--- src/logic/can_status_cfg.svh ---
`ifndef CAN_STATUS_CFG_SVH
`define CAN_STATUS_CFG_SVH
// register byte offsets
`define OFF_CTRL       12'h000
`define OFF_MSTS       12'h004
`define OFF_TSTS       12'h008
`define OFF_INTEN      12'h014
// control word fields
`define CTRL_FREEZE    0
`define CTRL_SLEEP     1
`define CTRL_PRST      15
`define CTRL_RESET     32'h00000002
// interrupt enable word fields
`define IE_ENTRY       0
`define IE_EXIT        1
`define IE_ERROR       2
`define IE_ERR_SRC     3
`define INTEN_RESET    4'h0
// master status fields
`define MS_LIVE        11
`define MS_SAMP        10
`define MS_RXACT       9
`define MS_TXACT       8
`define MS_ENTRY       4
`define MS_EXIT        3
`define MS_ERR         2
`define MS_SLEEP       1
`define MS_FREEZE      0
// transmit status fields, per mailbox at stride 8
`define TS_STRIDE      8
`define TS_TCF         0
`define TS_TSF         1
`define TS_ALF         2
`define TS_TEF         3
`define TS_CT          7
// recessive bits needed to leave sleep or freeze
`define RECESSIVE_RUN  11
`endif

--- src/logic/can_status_pkg.sv ---
package can_status_pkg;
  typedef enum logic [2:0] {
    st_run         = 3'h0,
    st_sleep       = 3'h1,
    st_sleep_exit  = 3'h2,
    st_freeze      = 3'h3,
    st_freeze_exit = 3'h4
  } mode_type;
  typedef logic [10:0] can_id_type;
endpackage : can_status_pkg

--- src/logic/mbox_if.sv ---
`timescale 1ns/1ns
interface mbox_if;
  logic request, tx_start, tx_ok, arb_lost, tx_err, abort_done;
  logic clr_done, clr_ok, clr_arb, clr_err, set_cancel;
  logic pending, cancel, done, ok, arb, err;
  modport ctrl  (output request, tx_start, tx_ok, arb_lost, tx_err, abort_done,
                 output clr_done, clr_ok, clr_arb, clr_err, set_cancel,
                 input  pending, cancel, done, ok, arb, err);
  modport flags (input  request, tx_start, tx_ok, arb_lost, tx_err, abort_done,
                 input  clr_done, clr_ok, clr_arb, clr_err, set_cancel,
                 output pending, cancel, done, ok, arb, err);
endinterface : mbox_if

--- src/logic/can_status_regs.sv ---
// Chosen here: the placing of the registers and the APB interface to the registers.
`timescale 1ns/1ns
`include "can_status_cfg.svh"
module can_status_regs #(
  parameter int RECESSIVE_BITS = `RECESSIVE_RUN
) (
  // clock and reset
  input  wire logic                             mclk,
  input  wire logic                             reset_n,
  // apb slave
  input  wire logic [11:0]                      paddr,
  input  wire logic                             psel,
  input  wire logic                             penable,
  input  wire logic                             pwrite,
  input  wire logic [31:0]                      pwdata,
  output      logic [31:0]                      prdata,
  output      logic                             pready,
  output      logic                             pslverr,
  // bus pin and protocol engine events
  input  wire logic                             rx_pin,
  input  wire logic                             rx_sample_strobe,
  input  wire logic                             rx_frame_start,
  input  wire logic                             rx_frame_end,
  input  wire logic                             tx_frame_start,
  input  wire logic                             tx_frame_end,
  input  wire logic                             sof_seen,
  input  wire logic                             error_status_set,
  // mailbox events from the transmit engine
  input  wire logic [2:0]                       mb_request,
  input  wire logic [2:0]                       mb_tx_start,
  input  wire logic [2:0]                       mb_tx_ok,
  input  wire logic [2:0]                       mb_arb_lost,
  input  wire logic [2:0]                       mb_tx_err,
  input  wire logic [2:0]                       mb_abort_done,
  input  wire can_status_pkg::can_id_type [2:0] mb_id,
  // state toward the engine
  output      logic [2:0]                       mb_pending,
  output      logic [2:0]                       mb_cancel,
  output      logic                             sleep_ack,
  output      logic                             freeze_ack,
  output      logic                             status_change_irq
);
  if (RECESSIVE_BITS < 1 || RECESSIVE_BITS > 15) begin : g_bad_run
    $error("RECESSIVE_BITS must lie in 1..15");
  end

  // largest identifier loses arbitration; ties go to the higher index
  function automatic logic [1:0] lowest_prio(input logic [2:0] pend,
                                             input can_status_pkg::can_id_type [2:0] id);
    logic [1:0] best;
    logic       found;
    best  = 2'h0;
    found = 1'b0;
    for (int i = 0; i < 3; i++) begin
      if (pend[i] && (!found || id[i] >= id[best])) begin
        best  = 2'(i);
        found = 1'b1;
      end
    end
    return best;
  endfunction : lowest_prio

  can_status_pkg::mode_type state;
  can_status_pkg::mode_type next_state;
  logic        sleep_request;
  logic        freeze_request;
  logic [3:0]  inten;
  logic        rx_pin_live_level;
  logic        rx_pin_sampled_level;
  logic        receive_active;
  logic        transmit_active;
  logic        sleep_entry_flag;
  logic        sleep_exit_flag;
  logic        error_irq_flag;
  logic [3:0]  recessive_count;
  logic [2:0]  mb_done, mb_ok, mb_arb, mb_err;

  // apb decode; the slave never waits
  wire access    = psel & penable;
  wire setup     = psel & ~penable;
  wire wr        = access & pwrite;
  wire hit_ctrl  = paddr == `OFF_CTRL;
  wire hit_msts  = paddr == `OFF_MSTS;
  wire hit_tsts  = paddr == `OFF_TSTS;
  wire hit_inten = paddr == `OFF_INTEN;
  wire unmapped  = ~(hit_ctrl | hit_msts | hit_tsts | hit_inten);
  wire wr_ctrl   = wr & hit_ctrl;
  wire wr_msts   = wr & hit_msts;
  wire wr_tsts   = wr & hit_tsts;
  wire wr_inten  = wr & hit_inten;
  wire prst      = wr_ctrl & pwdata[`CTRL_PRST];
  assign pready  = access;
  assign pslverr = access & unmapped;

  // mode handling
  wire idle       = ~receive_active & ~transmit_active;
  wire run_seen   = recessive_count >= 4'(RECESSIVE_BITS);
  wire wake       = (state == can_status_pkg::st_sleep) & sof_seen;
  wire enter_slp  = (state != can_status_pkg::st_sleep) & (next_state == can_status_pkg::st_sleep);
  wire leave_slp  = (state == can_status_pkg::st_sleep_exit) & (next_state == can_status_pkg::st_run);
  wire exiting    = (state == can_status_pkg::st_sleep_exit) | (state == can_status_pkg::st_freeze_exit);
  wire next_sleep_ack  = (next_state == can_status_pkg::st_sleep) |
                         (next_state == can_status_pkg::st_sleep_exit);
  wire next_freeze_ack = (next_state == can_status_pkg::st_freeze) |
                         (next_state == can_status_pkg::st_freeze_exit);

  // a mode is only entered between frames
  always_comb begin
    next_state = state;
    unique case (state)
      can_status_pkg::st_run: begin
        if (sleep_request && idle) begin
          next_state = can_status_pkg::st_sleep;
        end else if (freeze_request && idle) begin
          next_state = can_status_pkg::st_freeze;
        end
      end
      can_status_pkg::st_sleep: begin
        if (!sleep_request) begin
          next_state = can_status_pkg::st_sleep_exit;
        end
      end
      can_status_pkg::st_sleep_exit: begin
        if (run_seen) begin
          next_state = can_status_pkg::st_run;
        end
      end
      can_status_pkg::st_freeze: begin
        if (!freeze_request) begin
          next_state = can_status_pkg::st_freeze_exit;
        end
      end
      can_status_pkg::st_freeze_exit: begin
        if (run_seen) begin
          next_state = can_status_pkg::st_run;
        end
      end
      default: next_state = can_status_pkg::st_run;
    endcase
  end

  // reset parks the block asleep with the request standing
  always_ff @(posedge mclk or negedge reset_n) begin
    if (!reset_n) begin
      state      <= can_status_pkg::st_sleep;
      sleep_ack  <= 1'b1;
      freeze_ack <= 1'b0;
    end else begin
      state      <= next_state;
      sleep_ack  <= next_sleep_ack;
      freeze_ack <= next_freeze_ack;
    end
  end

  // control requests; partial reset forces sleep back on
  always_ff @(posedge mclk or negedge reset_n) begin
    if (!reset_n) begin
      sleep_request  <= 1'(`CTRL_RESET >> `CTRL_SLEEP);
      freeze_request <= 1'b0;
    end else if (prst) begin
      sleep_request  <= 1'b1;
      freeze_request <= 1'b0;
    end else if (wake) begin
      sleep_request  <= 1'b0;
    end else if (wr_ctrl) begin
      sleep_request  <= pwdata[`CTRL_SLEEP];
      freeze_request <= pwdata[`CTRL_FREEZE];
    end
  end

  // interrupt enables
  always_ff @(posedge mclk or negedge reset_n) begin
    if (!reset_n) begin
      inten <= `INTEN_RESET;
    end else if (wr_inten) begin
      inten <= pwdata[3:0];
    end
  end

  // recessive run counter restarts whenever an exit begins
  always_ff @(posedge mclk or negedge reset_n) begin
    if (!reset_n) begin
      recessive_count <= 4'h0;
    end else if (!exiting) begin
      recessive_count <= 4'h0;
    end else if (rx_sample_strobe) begin
      recessive_count <= !rx_pin ? 4'h0 : run_seen ? recessive_count : recessive_count + 4'h1;
    end
  end

  // pin levels and bus activity
  always_ff @(posedge mclk or negedge reset_n) begin
    if (!reset_n) begin
      rx_pin_live_level    <= 1'b1;
      rx_pin_sampled_level <= 1'b1;
      receive_active       <= 1'b0;
      transmit_active      <= 1'b0;
    end else begin
      rx_pin_live_level    <= rx_pin;
      rx_pin_sampled_level <= rx_sample_strobe ? rx_pin : rx_pin_sampled_level;
      receive_active       <= rx_frame_start | (receive_active & ~rx_frame_end);
      transmit_active      <= tx_frame_start | (transmit_active & ~tx_frame_end);
    end
  end

  // status change flags; a set in the clearing cycle survives
  always_ff @(posedge mclk or negedge reset_n) begin
    if (!reset_n) begin
      sleep_entry_flag  <= 1'b0;
      sleep_exit_flag   <= 1'b0;
      error_irq_flag    <= 1'b0;
      status_change_irq <= 1'b0;
    end else begin
      sleep_entry_flag  <= (enter_slp & inten[`IE_ENTRY]) |
                           (sleep_entry_flag & ~(wr_msts & pwdata[`MS_ENTRY]) & ~leave_slp);
      sleep_exit_flag   <= wake | (sleep_exit_flag & ~(wr_msts & pwdata[`MS_EXIT]));
      error_irq_flag    <= (error_status_set & inten[`IE_ERR_SRC]) |
                           (error_irq_flag & ~(wr_msts & pwdata[`MS_ERR]));
      status_change_irq <= (sleep_entry_flag & inten[`IE_ENTRY]) |
                           (sleep_exit_flag & inten[`IE_EXIT]) |
                           (error_irq_flag & inten[`IE_ERROR]);
    end
  end

  // transmit mailboxes; status bytes share one layout
  wire [7:0] mb_byte [3];
  for (genvar i = 0; i < 3; i++) begin : g_mb
    mbox_if mbi ();
    assign mbi.request    = mb_request[i];
    assign mbi.tx_start   = mb_tx_start[i];
    assign mbi.tx_ok      = mb_tx_ok[i];
    assign mbi.arb_lost   = mb_arb_lost[i];
    assign mbi.tx_err     = mb_tx_err[i];
    assign mbi.abort_done = mb_abort_done[i];
    assign mbi.clr_done   = wr_tsts & pwdata[`TS_STRIDE*i + `TS_TCF];
    assign mbi.clr_ok     = wr_tsts & pwdata[`TS_STRIDE*i + `TS_TSF];
    assign mbi.clr_arb    = wr_tsts & pwdata[`TS_STRIDE*i + `TS_ALF];
    assign mbi.clr_err    = wr_tsts & pwdata[`TS_STRIDE*i + `TS_TEF];
    assign mbi.set_cancel = wr_tsts & pwdata[`TS_STRIDE*i + `TS_CT];
    assign mb_pending[i]  = mbi.pending;
    assign mb_cancel[i]   = mbi.cancel;
    assign mb_done[i]     = mbi.done;
    assign mb_ok[i]       = mbi.ok;
    assign mb_arb[i]      = mbi.arb;
    assign mb_err[i]      = mbi.err;
    assign mb_byte[i]     = {mb_cancel[i], 3'h0, mb_err[i], mb_arb[i], mb_ok[i], mb_done[i]};
    tx_mailbox_flags u_flags (
      .mclk    (mclk),
      .reset_n (reset_n),
      .mb      (mbi.flags)
    );
  end

  // priority, empty and hint decode
  wire [2:0] mb_empty  = ~mb_pending;
  wire       several   = (mb_pending[0] & mb_pending[1]) | (mb_pending[0] & mb_pending[2]) |
                         (mb_pending[1] & mb_pending[2]);
  wire [1:0] low_idx   = lowest_prio(mb_pending, mb_id);
  wire [2:0] mb_lowest = several ? 3'(3'h1 << low_idx) : 3'h0;
  wire [1:0] free_idx  = mb_empty[0] ? 2'h0 : mb_empty[1] ? 2'h1 : 2'h2;
  wire [1:0] mailbox_index_hint = (|mb_empty) ? free_idx : low_idx;

  // read words; reserved positions read zero
  wire [31:0] msts_word = {20'h00000, rx_pin_live_level, rx_pin_sampled_level, receive_active,
                           transmit_active, 3'h0, sleep_entry_flag, sleep_exit_flag,
                           error_irq_flag, sleep_ack, freeze_ack};
  wire [31:0] tsts_word = {mb_lowest, mb_empty, mailbox_index_hint, mb_byte[2], mb_byte[1], mb_byte[0]};
  wire [31:0] ctrl_word = {30'h00000000, sleep_request, freeze_request};
  wire [31:0] read_word = hit_ctrl  ? ctrl_word :
                          hit_msts  ? msts_word :
                          hit_tsts  ? tsts_word :
                          hit_inten ? {28'h0000000, inten} : 32'h00000000;

  // read data is captured in the setup cycle, so it stands through access
  always_ff @(posedge mclk or negedge reset_n) begin
    if (!reset_n) begin
      prdata <= 32'h00000000;
    end else if (setup) begin
      prdata <= pwrite ? 32'h00000000 : read_word;
    end
  end
endmodule : can_status_regs

--- src/logic/tx_mailbox_flags.sv ---
`timescale 1ns/1ns
module tx_mailbox_flags (
  // clock and reset
  input wire logic mclk,
  input wire logic reset_n,
  // mailbox events and status
  mbox_if.flags    mb
);
  logic pending, cancel, done, ok, arb, err;
  // a new request also retires the previous completion
  wire clear_done = mb.clr_done | mb.request;
  wire finish     = mb.tx_ok | mb.abort_done;

  // every set term wins over its clear term, except set_cancel, which finish clears in the same cycle
  always_ff @(posedge mclk or negedge reset_n) begin
    if (!reset_n) begin
      pending <= 1'b0;
      cancel  <= 1'b0;
      done    <= 1'b0;
      ok      <= 1'b0;
      arb     <= 1'b0;
      err     <= 1'b0;
    end else begin
      pending <= mb.request | (pending & ~finish);
      cancel  <= (mb.set_cancel | cancel) & pending & ~finish;
      done    <= finish | (done & ~clear_done);
      ok      <= mb.tx_ok | (ok & ~mb.clr_ok & ~clear_done);
      arb     <= mb.arb_lost | (arb & ~(mb.clr_arb | mb.tx_start | clear_done));
      err     <= mb.tx_err | (err & ~(mb.clr_err | mb.tx_start | clear_done));
    end
  end

  assign mb.pending = pending;
  assign mb.cancel  = cancel;
  assign mb.done    = done;
  assign mb.ok      = ok;
  assign mb.arb     = arb;
  assign mb.err     = err;
endmodule : tx_mailbox_flags
--- config.mk ---
export PLATFORM = sky130hd
export DESIGN_NAME = can_status_regs
export DESIGN_NICKNAME = d
export VERILOG_FILES = /design/src/logic/can_status_pkg.sv /design/src/logic/mbox_if.sv /design/src/logic/can_status_regs.sv /design/src/logic/tx_mailbox_flags.sv
export VERILOG_INCLUDE_DIRS = /design/src /design/src/logic
export SDC_FILE = /design/constraint.sdc
export NUM_CORES = 1
export LEC_CHECK = 0
export ABC_AREA = 1
export BUFFER_PORTS_ARGS = -buffer_cell sky130_fd_sc_hd__buf_4
export CAP_MARGIN = 20
export CELL_PAD_IN_SITES_DETAIL_PLACEMENT = 0
export CELL_PAD_IN_SITES_GLOBAL_PLACEMENT = 1
export CORE_UTILIZATION = 38
export CTS_CLUSTER_DIAMETER = 200
export CTS_CLUSTER_SIZE = 14
export DETAILED_ROUTE_END_ITERATION = 8
export PLACE_DENSITY = 0.92
export SYNTH_ARGS = -nofsm -noshare
export SYNTH_HDL_FRONTEND = slang
export SYNTH_SLANG_ARGS = --single-unit
--- constraint.sdc ---
create_clock -name mclk -period 6.45 [get_ports mclk]
set_input_delay 0 -clock mclk [delete_from_list [all_inputs] [get_ports mclk]]
set_output_delay 0 -clock mclk [all_outputs]
set_load 0.01 [all_outputs]
# Word level (Yosys, flattened, before mapping)
# Cells that the tools add are included.
# classes
add_sub_neg,1
n_mul,0
n_div,0
n_lt_le_gt_ge,4
eq_ne,15
shift,1
muxes,31
bitwise,146
reduce_logical,17
# ops
cell,n
32-bit 2-to-1 mux,4
1-bit AND,69
1-bit bitwise OR,51
1-bit inverter,25
11-bit binary-select mux with 2-bit select,1
11-bit >= comparator,2
4-bit 2-to-1 mux,5
3-bit 2-to-1 mux,6
"12-bit by 3-bit equality test with 1-bit output, second input constant",1
"12-bit by 4-bit equality test with 1-bit output, second input constant",1
"12-bit by 5-bit equality test with 1-bit output, second input constant",1
"3-bit by 2-bit equality test with 1-bit output, second input constant",4
12-bit zero test,1
3-bit one-hot mux with 4 select lines,1
11-bit 2-to-1 mux,1
1-bit 2-to-1 mux,9
2-bit 2-to-1 mux,4
"3-bit by 1-bit equality test with 1-bit output, second input constant",2
"3-bit equality test, second input constant",2
3-bit zero test,2
"4-bit by 1-bit adder with 4-bit output, second input constant",1
"4-bit >= comparator, second input constant",1
1-bit logical AND,4
"2-bit inequality test, second input constant",2
12 further kinds,15
# word_totals
regBits,73
latchBits,0
ram_bits,0
rom_bits,0
in_bits,108
output_inout_bits,43
word_cells,249
n_memories,0

# Depth between registers and ports, before layout
# logic_depth
ltp_word,17
mapped_depth,26
ltp_nobuf,25

# Hierarchy
# From an unflattened synthesis, not the netlist that was laid out.
# unflattened
cells_unflattened,524
area_unflattened_um2,3985.1
# modules_own_cells
mod,instances,cells_per_inst,area_each_um2,seq_area_each_um2
can_status_regs,1,443,3279.4,1182.4
tx_mailbox_flags,3,27,235.2,150.1

# Least setup slack after synthesis
# Ideal clock, no wire load.
# synth_timing
path_kind,input to register
startpoint,input mb_id[10] in the netlist's numbering
endpoint,register prdata[24]
setup_ns,0.116
arrival_time_ns,2.165
required_time_ns,6.334
setup_slack_ns,4.169
stages,23
n_path_buf,1
path_cell_list,inv_1 -> ha_1 -> nand2_1 -> nor2_1 -> and2_1 -> nand2_1 -> nand4_1 -> nor2_1 -> nor2_2 -> inv_2 -> buf_6 -> nand2_1 -> o21ai_2 -> ha_1 -> nand2_1 -> nor3_1 -> nand3b_1 -> nand4_1 -> nand2_1 -> nand2_1 -> nand2_1 -> nand2_1 -> nand2_1
# synth_between
elab_chain_cells,15
elab_cells_between_ends,17
classes_between,order compare (2); mux (10); reduce/logical (5)
# synth_rtl
element,line,text
"start, declared",can_status_regs.sv:35,"input wire can_status_pkg::can_id_type [2:0] mb_id,"
11-bit >= comparator,can_status_regs.sv:55,if (pend[i] && (!found || id[i] >= id[best])) begin
1-bit logical OR,can_status_regs.sv:55,
1-bit logical AND,can_status_regs.sv:55,
1-bit 2-to-1 mux,can_status_regs.sv:55,
11-bit binary-select mux with 2-bit select,can_status_regs.sv:55,
11-bit 2-to-1 mux (not written as such),can_status_regs.sv:55,
11-bit >= comparator,can_status_regs.sv:55,
1-bit logical OR,can_status_regs.sv:55,
1-bit logical AND,can_status_regs.sv:55,
2-bit 2-to-1 mux (*),can_status_regs.sv:55,
2-bit 2-to-1 mux (*),can_status_regs.sv:261,wire [1:0] mailbox_index_hint = (|mb_empty) ? free_idx : low_idx;
32-bit 2-to-1 mux (*),can_status_regs.sv:271,hit_tsts ? tsts_word :
32-bit 2-to-1 mux (*),can_status_regs.sv:270,hit_msts ? msts_word :
32-bit 2-to-1 mux (*),can_status_regs.sv:269,wire [31:0] read_word = hit_ctrl ? ctrl_word :
32-bit 2-to-1 mux (*),can_status_regs.sv:279,prdata <= pwrite ? 32'h00000000 : read_word;
"end signal, assigned",can_status_regs.sv:279,
"end, declared",can_status_regs.sv:16,"output logic [31:0] prdata,"
# Every way passes the cells marked *; elsewhere a longest branch is shown, timed or not. The select of a mux whose other input is x is not followed.
# A chain may end at the register's enable or synchronous reset.

# Final worst setup path
# layout_timing
startpoint,register g_mb[0].u_flags.pending
endpoint,register prdata[24]
# layout_between
elab_chain_cells,16
elab_cells_between_ends,21
classes_between,order compare (1); mux (12); bitwise (1); reduce/logical (7)
# layout_rtl
element,line,text
"start, declared",tx_mailbox_flags.sv:9,"logic pending, cancel, done, ok, arb, err;"
"start signal, assigned",tx_mailbox_flags.sv:24,pending <= mb.request | (pending & ~finish);
1-bit 2-to-1 mux,can_status_regs.sv:55,
1-bit zero test,can_status_regs.sv:55,
1-bit logical OR,can_status_regs.sv:55,
1-bit logical AND,can_status_regs.sv:55,
1-bit 2-to-1 mux,can_status_regs.sv:55,
11-bit binary-select mux with 2-bit select,can_status_regs.sv:55,
11-bit 2-to-1 mux (not written as such),can_status_regs.sv:55,
11-bit >= comparator,can_status_regs.sv:55,
1-bit logical OR,can_status_regs.sv:55,
1-bit logical AND,can_status_regs.sv:55,
2-bit 2-to-1 mux,can_status_regs.sv:55,
2-bit 2-to-1 mux (*),can_status_regs.sv:261,
32-bit 2-to-1 mux (*),can_status_regs.sv:271,
32-bit 2-to-1 mux (*),can_status_regs.sv:270,
32-bit 2-to-1 mux (*),can_status_regs.sv:269,
32-bit 2-to-1 mux (*),can_status_regs.sv:279,
# Marked as above.

==> out/summary.txt <==
layout cells sized above 1: 26.7%
cell chain of the critical path: inv_1, nor2_1, nor2_2, inv_2, nand2_1, o21ai_2, ha_1, nand2_1, inv_1, nand2_1, nand2_1, a21oi_1, nand4_1, nand2_1, nand2_1, nand2_1, nand2_1, nand2_1
Die Width: 104 um
Top cell by count, worst path: nand2_1
via density per instance: 4.77
Post-DP HPWL: 8020 um
Cell Rows: 36
Place WS: 3.62 ns
final core utilization: 56.5%
total chip power: 992 uW
fill cell count: 946
CP Buf/Inv Count: 3
CTS root buf: clkbuf_8
CP top delay family: simple AND/OR/NAND/NOR gates
clk_skew: 0.00766 ns
I/O pin total: 151
final net count: 796
slowest cell on the critical path: dfrtp_1
top post-synthesis cells by count: nand2_1 (132), inv_1 (69), dfrtp_1 (60), nor2_1 (33), o21ai_0 (28)
outcome: finished clean
Worst-Skew Late Latency: 0.35 ns
area delta synth->final: 42.2%
Power Dens Cells: 177 nW/um2
Period minus WS final: 2.49 ns
synth unique cells: 41
WS Path Type: reg2reg
Synth area leaders: dfrtp_1 (38%), nand2_1 (13%), ha_1 (7.3%), inv_1 (6.6%), o21ai_0 (3.6%)
port bufs: 126
GRT overflow: 0
Ant. Diodes: 0
Post-Syn Area per Cell: 7.95 um2
slew margin rel.: 44.8%
most common cell in the synthesized netlist: nand2_1
drt wl/cell: 13.2 um
Yosys top cell by area: dfrtp_1
layer with the highest usage: met2
clock buffer depth: 2
worst slew pin tran: 0.828 ns
largest net degree at the start of global routing: 66
RSZ-0062 raised after global routing: no
Die ar.: 10800 um2
#FFs+latches synth: 65
Resized Gates After CTS: 0
EDFF count, synth: 0
vias in the first global route: 3964
met3 usage: 3.52%
CTS tree: done
Hold Fails Final Rpt: 0
share of the synthesized area in the top cell type: 38.1%
worst hold path type: in2reg
First DRT Iteration DRCs: 183
Sink Count: 65
Pre-antenna DRT Iters: 4
ys async rst share: 100%
die height: 104 um
delay of the slowest critical-path stage: 0.46 ns
gpl congestion: 0.819
area of the core: 9910 um2
sequential area share after synthesis: 41.5%
Num CTS Buffers: 9
CTS H-tree depth: 3
Initial Utilization: 39.7%
FMAX: 402 MHz
CP max FO: 22
Max Cap Violations: 0
cells after synthesis: 495
Critical Path AT: 2.77 ns
DRC: 0
CP startpoint kind: register
critical path endpoint category: register
antenna violations before repair: 0
Static Leak: 0.00299 uW
worst vdd ir: 0.000137 V
Main synth FF type: dfrtp_1
Fin Setup TNS: 0 ns
GRT Util Overall: 20.9%
synth warn: 0
period utilization: 38.5%
routed via count: 3831
first-pass GRT wire length: 18300 um
final wirelength: 10600 um
WP data required: 6.73 ns
clock slew at reported path FFs: 0.08 ns
synthesized area: 3940 um2
max-slew violations: 0
final setup fails: 0
met1 Use GR: 25.8%
DRT antenna net count: 0
final worst slack: 3.96 ns
met2 Use GR: 37.3%
[registers in the layout (all words and copies together) (netlist names), 3 cells and up]
register	flops
g_mb.u_flags.mb.ok	3
g_mb.u_flags.mb.done	3
state	3
prdata	24
recessive_count	4
g_mb.u_flags.mb.pending	3
g_mb.u_flags.mb.err	3
g_mb.u_flags.mb.cancel	3
inten	4
g_mb.u_flags.mb.arb	3
[metal layers]
metal	up-vias	part of all wire, %
met5	-	0
met4	0	1.8
met3	20	4.4
met2	118	51
met1	1769	43
li1	1924	-
[logic make-up after synthesis]
kind of cell / Yosys count / share of synthesized area [%]
buffers and inverters: 95 / 11.0
adder cells (fa/ha/maj): 23 / 7.31
AO/OA/AOI/OAI: 92 / 15.0
flip-flops: 65 / 41.5
AND/OR/NAND/NOR: 219 / 25.1
other: 1 / 0.0953
[layout by cell type, fill, tap and decap left out, types with 4 or more instances in the layout]
| cell | synthesis | routed |
|---|---|---|
| nand4_1 | 4 | 4 |
| dfrtp_1 | 60 | 60 |
| o21ai_2 | 11 | 11 |
| o21ai_0 | 28 | 28 |
| a21oi_1 | 16 | 16 |
| dlygate4sd3_1 | 0 | 45 |
| nor2_1 | 33 | 33 |
| a22o_1 | 4 | 4 |
| dfstp_2 | 5 | 5 |
| inv_2 | 7 | 7 |
| o21ai_1 | 6 | 6 |
| conb_1 | 1 | 8 |
| clkbuf_8 | 0 | 9 |
| o21bai_1 | 11 | 11 |
| nor2_4 | 4 | 4 |
| nor3_1 | 8 | 8 |
| nand2_1 | 132 | 132 |
| buf_4 | 14 | 126 |
| ha_1 | 23 | 23 |
| inv_1 | 69 | 69 |
| nand3_1 | 24 | 24 |
[report_power, final]
| group | switching [uW] | leakage, uW | internal, uW |
|---|---|---|---|
| combinational | 90.7 | 0.00204 | 92.1 |
| clock | 168 | 0.000109 | 217 |
| sequential | 6.39 | 0.000832 | 417 |
| total | 265 | 0.00299 | 726 |
[final cells by class]
cell class | instances | area, um2 | share of cell area (%)
tap | 133 | 166 | 2.97
multi-input combinational | 342 | 1900 | 33.9
sequential | 65 | 1630 | 29.2
clock inverter | 7 | 95.1 | 1.70
inverter | 76 | 285 | 5.10
timing repair buffer | 171 | 1400 | 24.9
clock buffer | 9 | 124 | 2.21
[repair_timing]
item,CTS,global route
setup endpoints to repair,0,0
hold buffers,45,0
setup buffers,0,0
endpoints found under the hold margin,95,0
[metrics by stage]
step           hold slack, ns  cell area, um2  instances
3_5_place_dp            0.141            4930        742
6_report               0.0196            5600        803
3_3_place_gp            0.139            4930        742
2_1_floorplan          -0.296            3960        502
4_1_cts                0.0203            5600        803
5_1_grt                0.0257            5600        803
[tightest hold or removal path, cell delays in order]
cell and delay (ns):
buf_4 0.07, inv_1 0.08, o21ai_0 0.18
[worst paths after layout]
kind,depth (start not counted),start,to,slack (ns)
setup / recovery,18,g_mb[0].u_flags.mb.pending,prdata[24],3.96
max in group asynchronous,2,reset_n,prdata[25],5.61
min in group asynchronous,2,reset_n,inten[3],0.26
hold reg to reg,2,rx_pin_sampled_level,rx_pin_sampled_level,0.48
setup reg to reg,18,g_mb[0].u_flags.mb.pending,prdata[24],3.96
hold / removal,3,pwdata[0],inten[0],0.02
(Power assumes the default switching activity.)
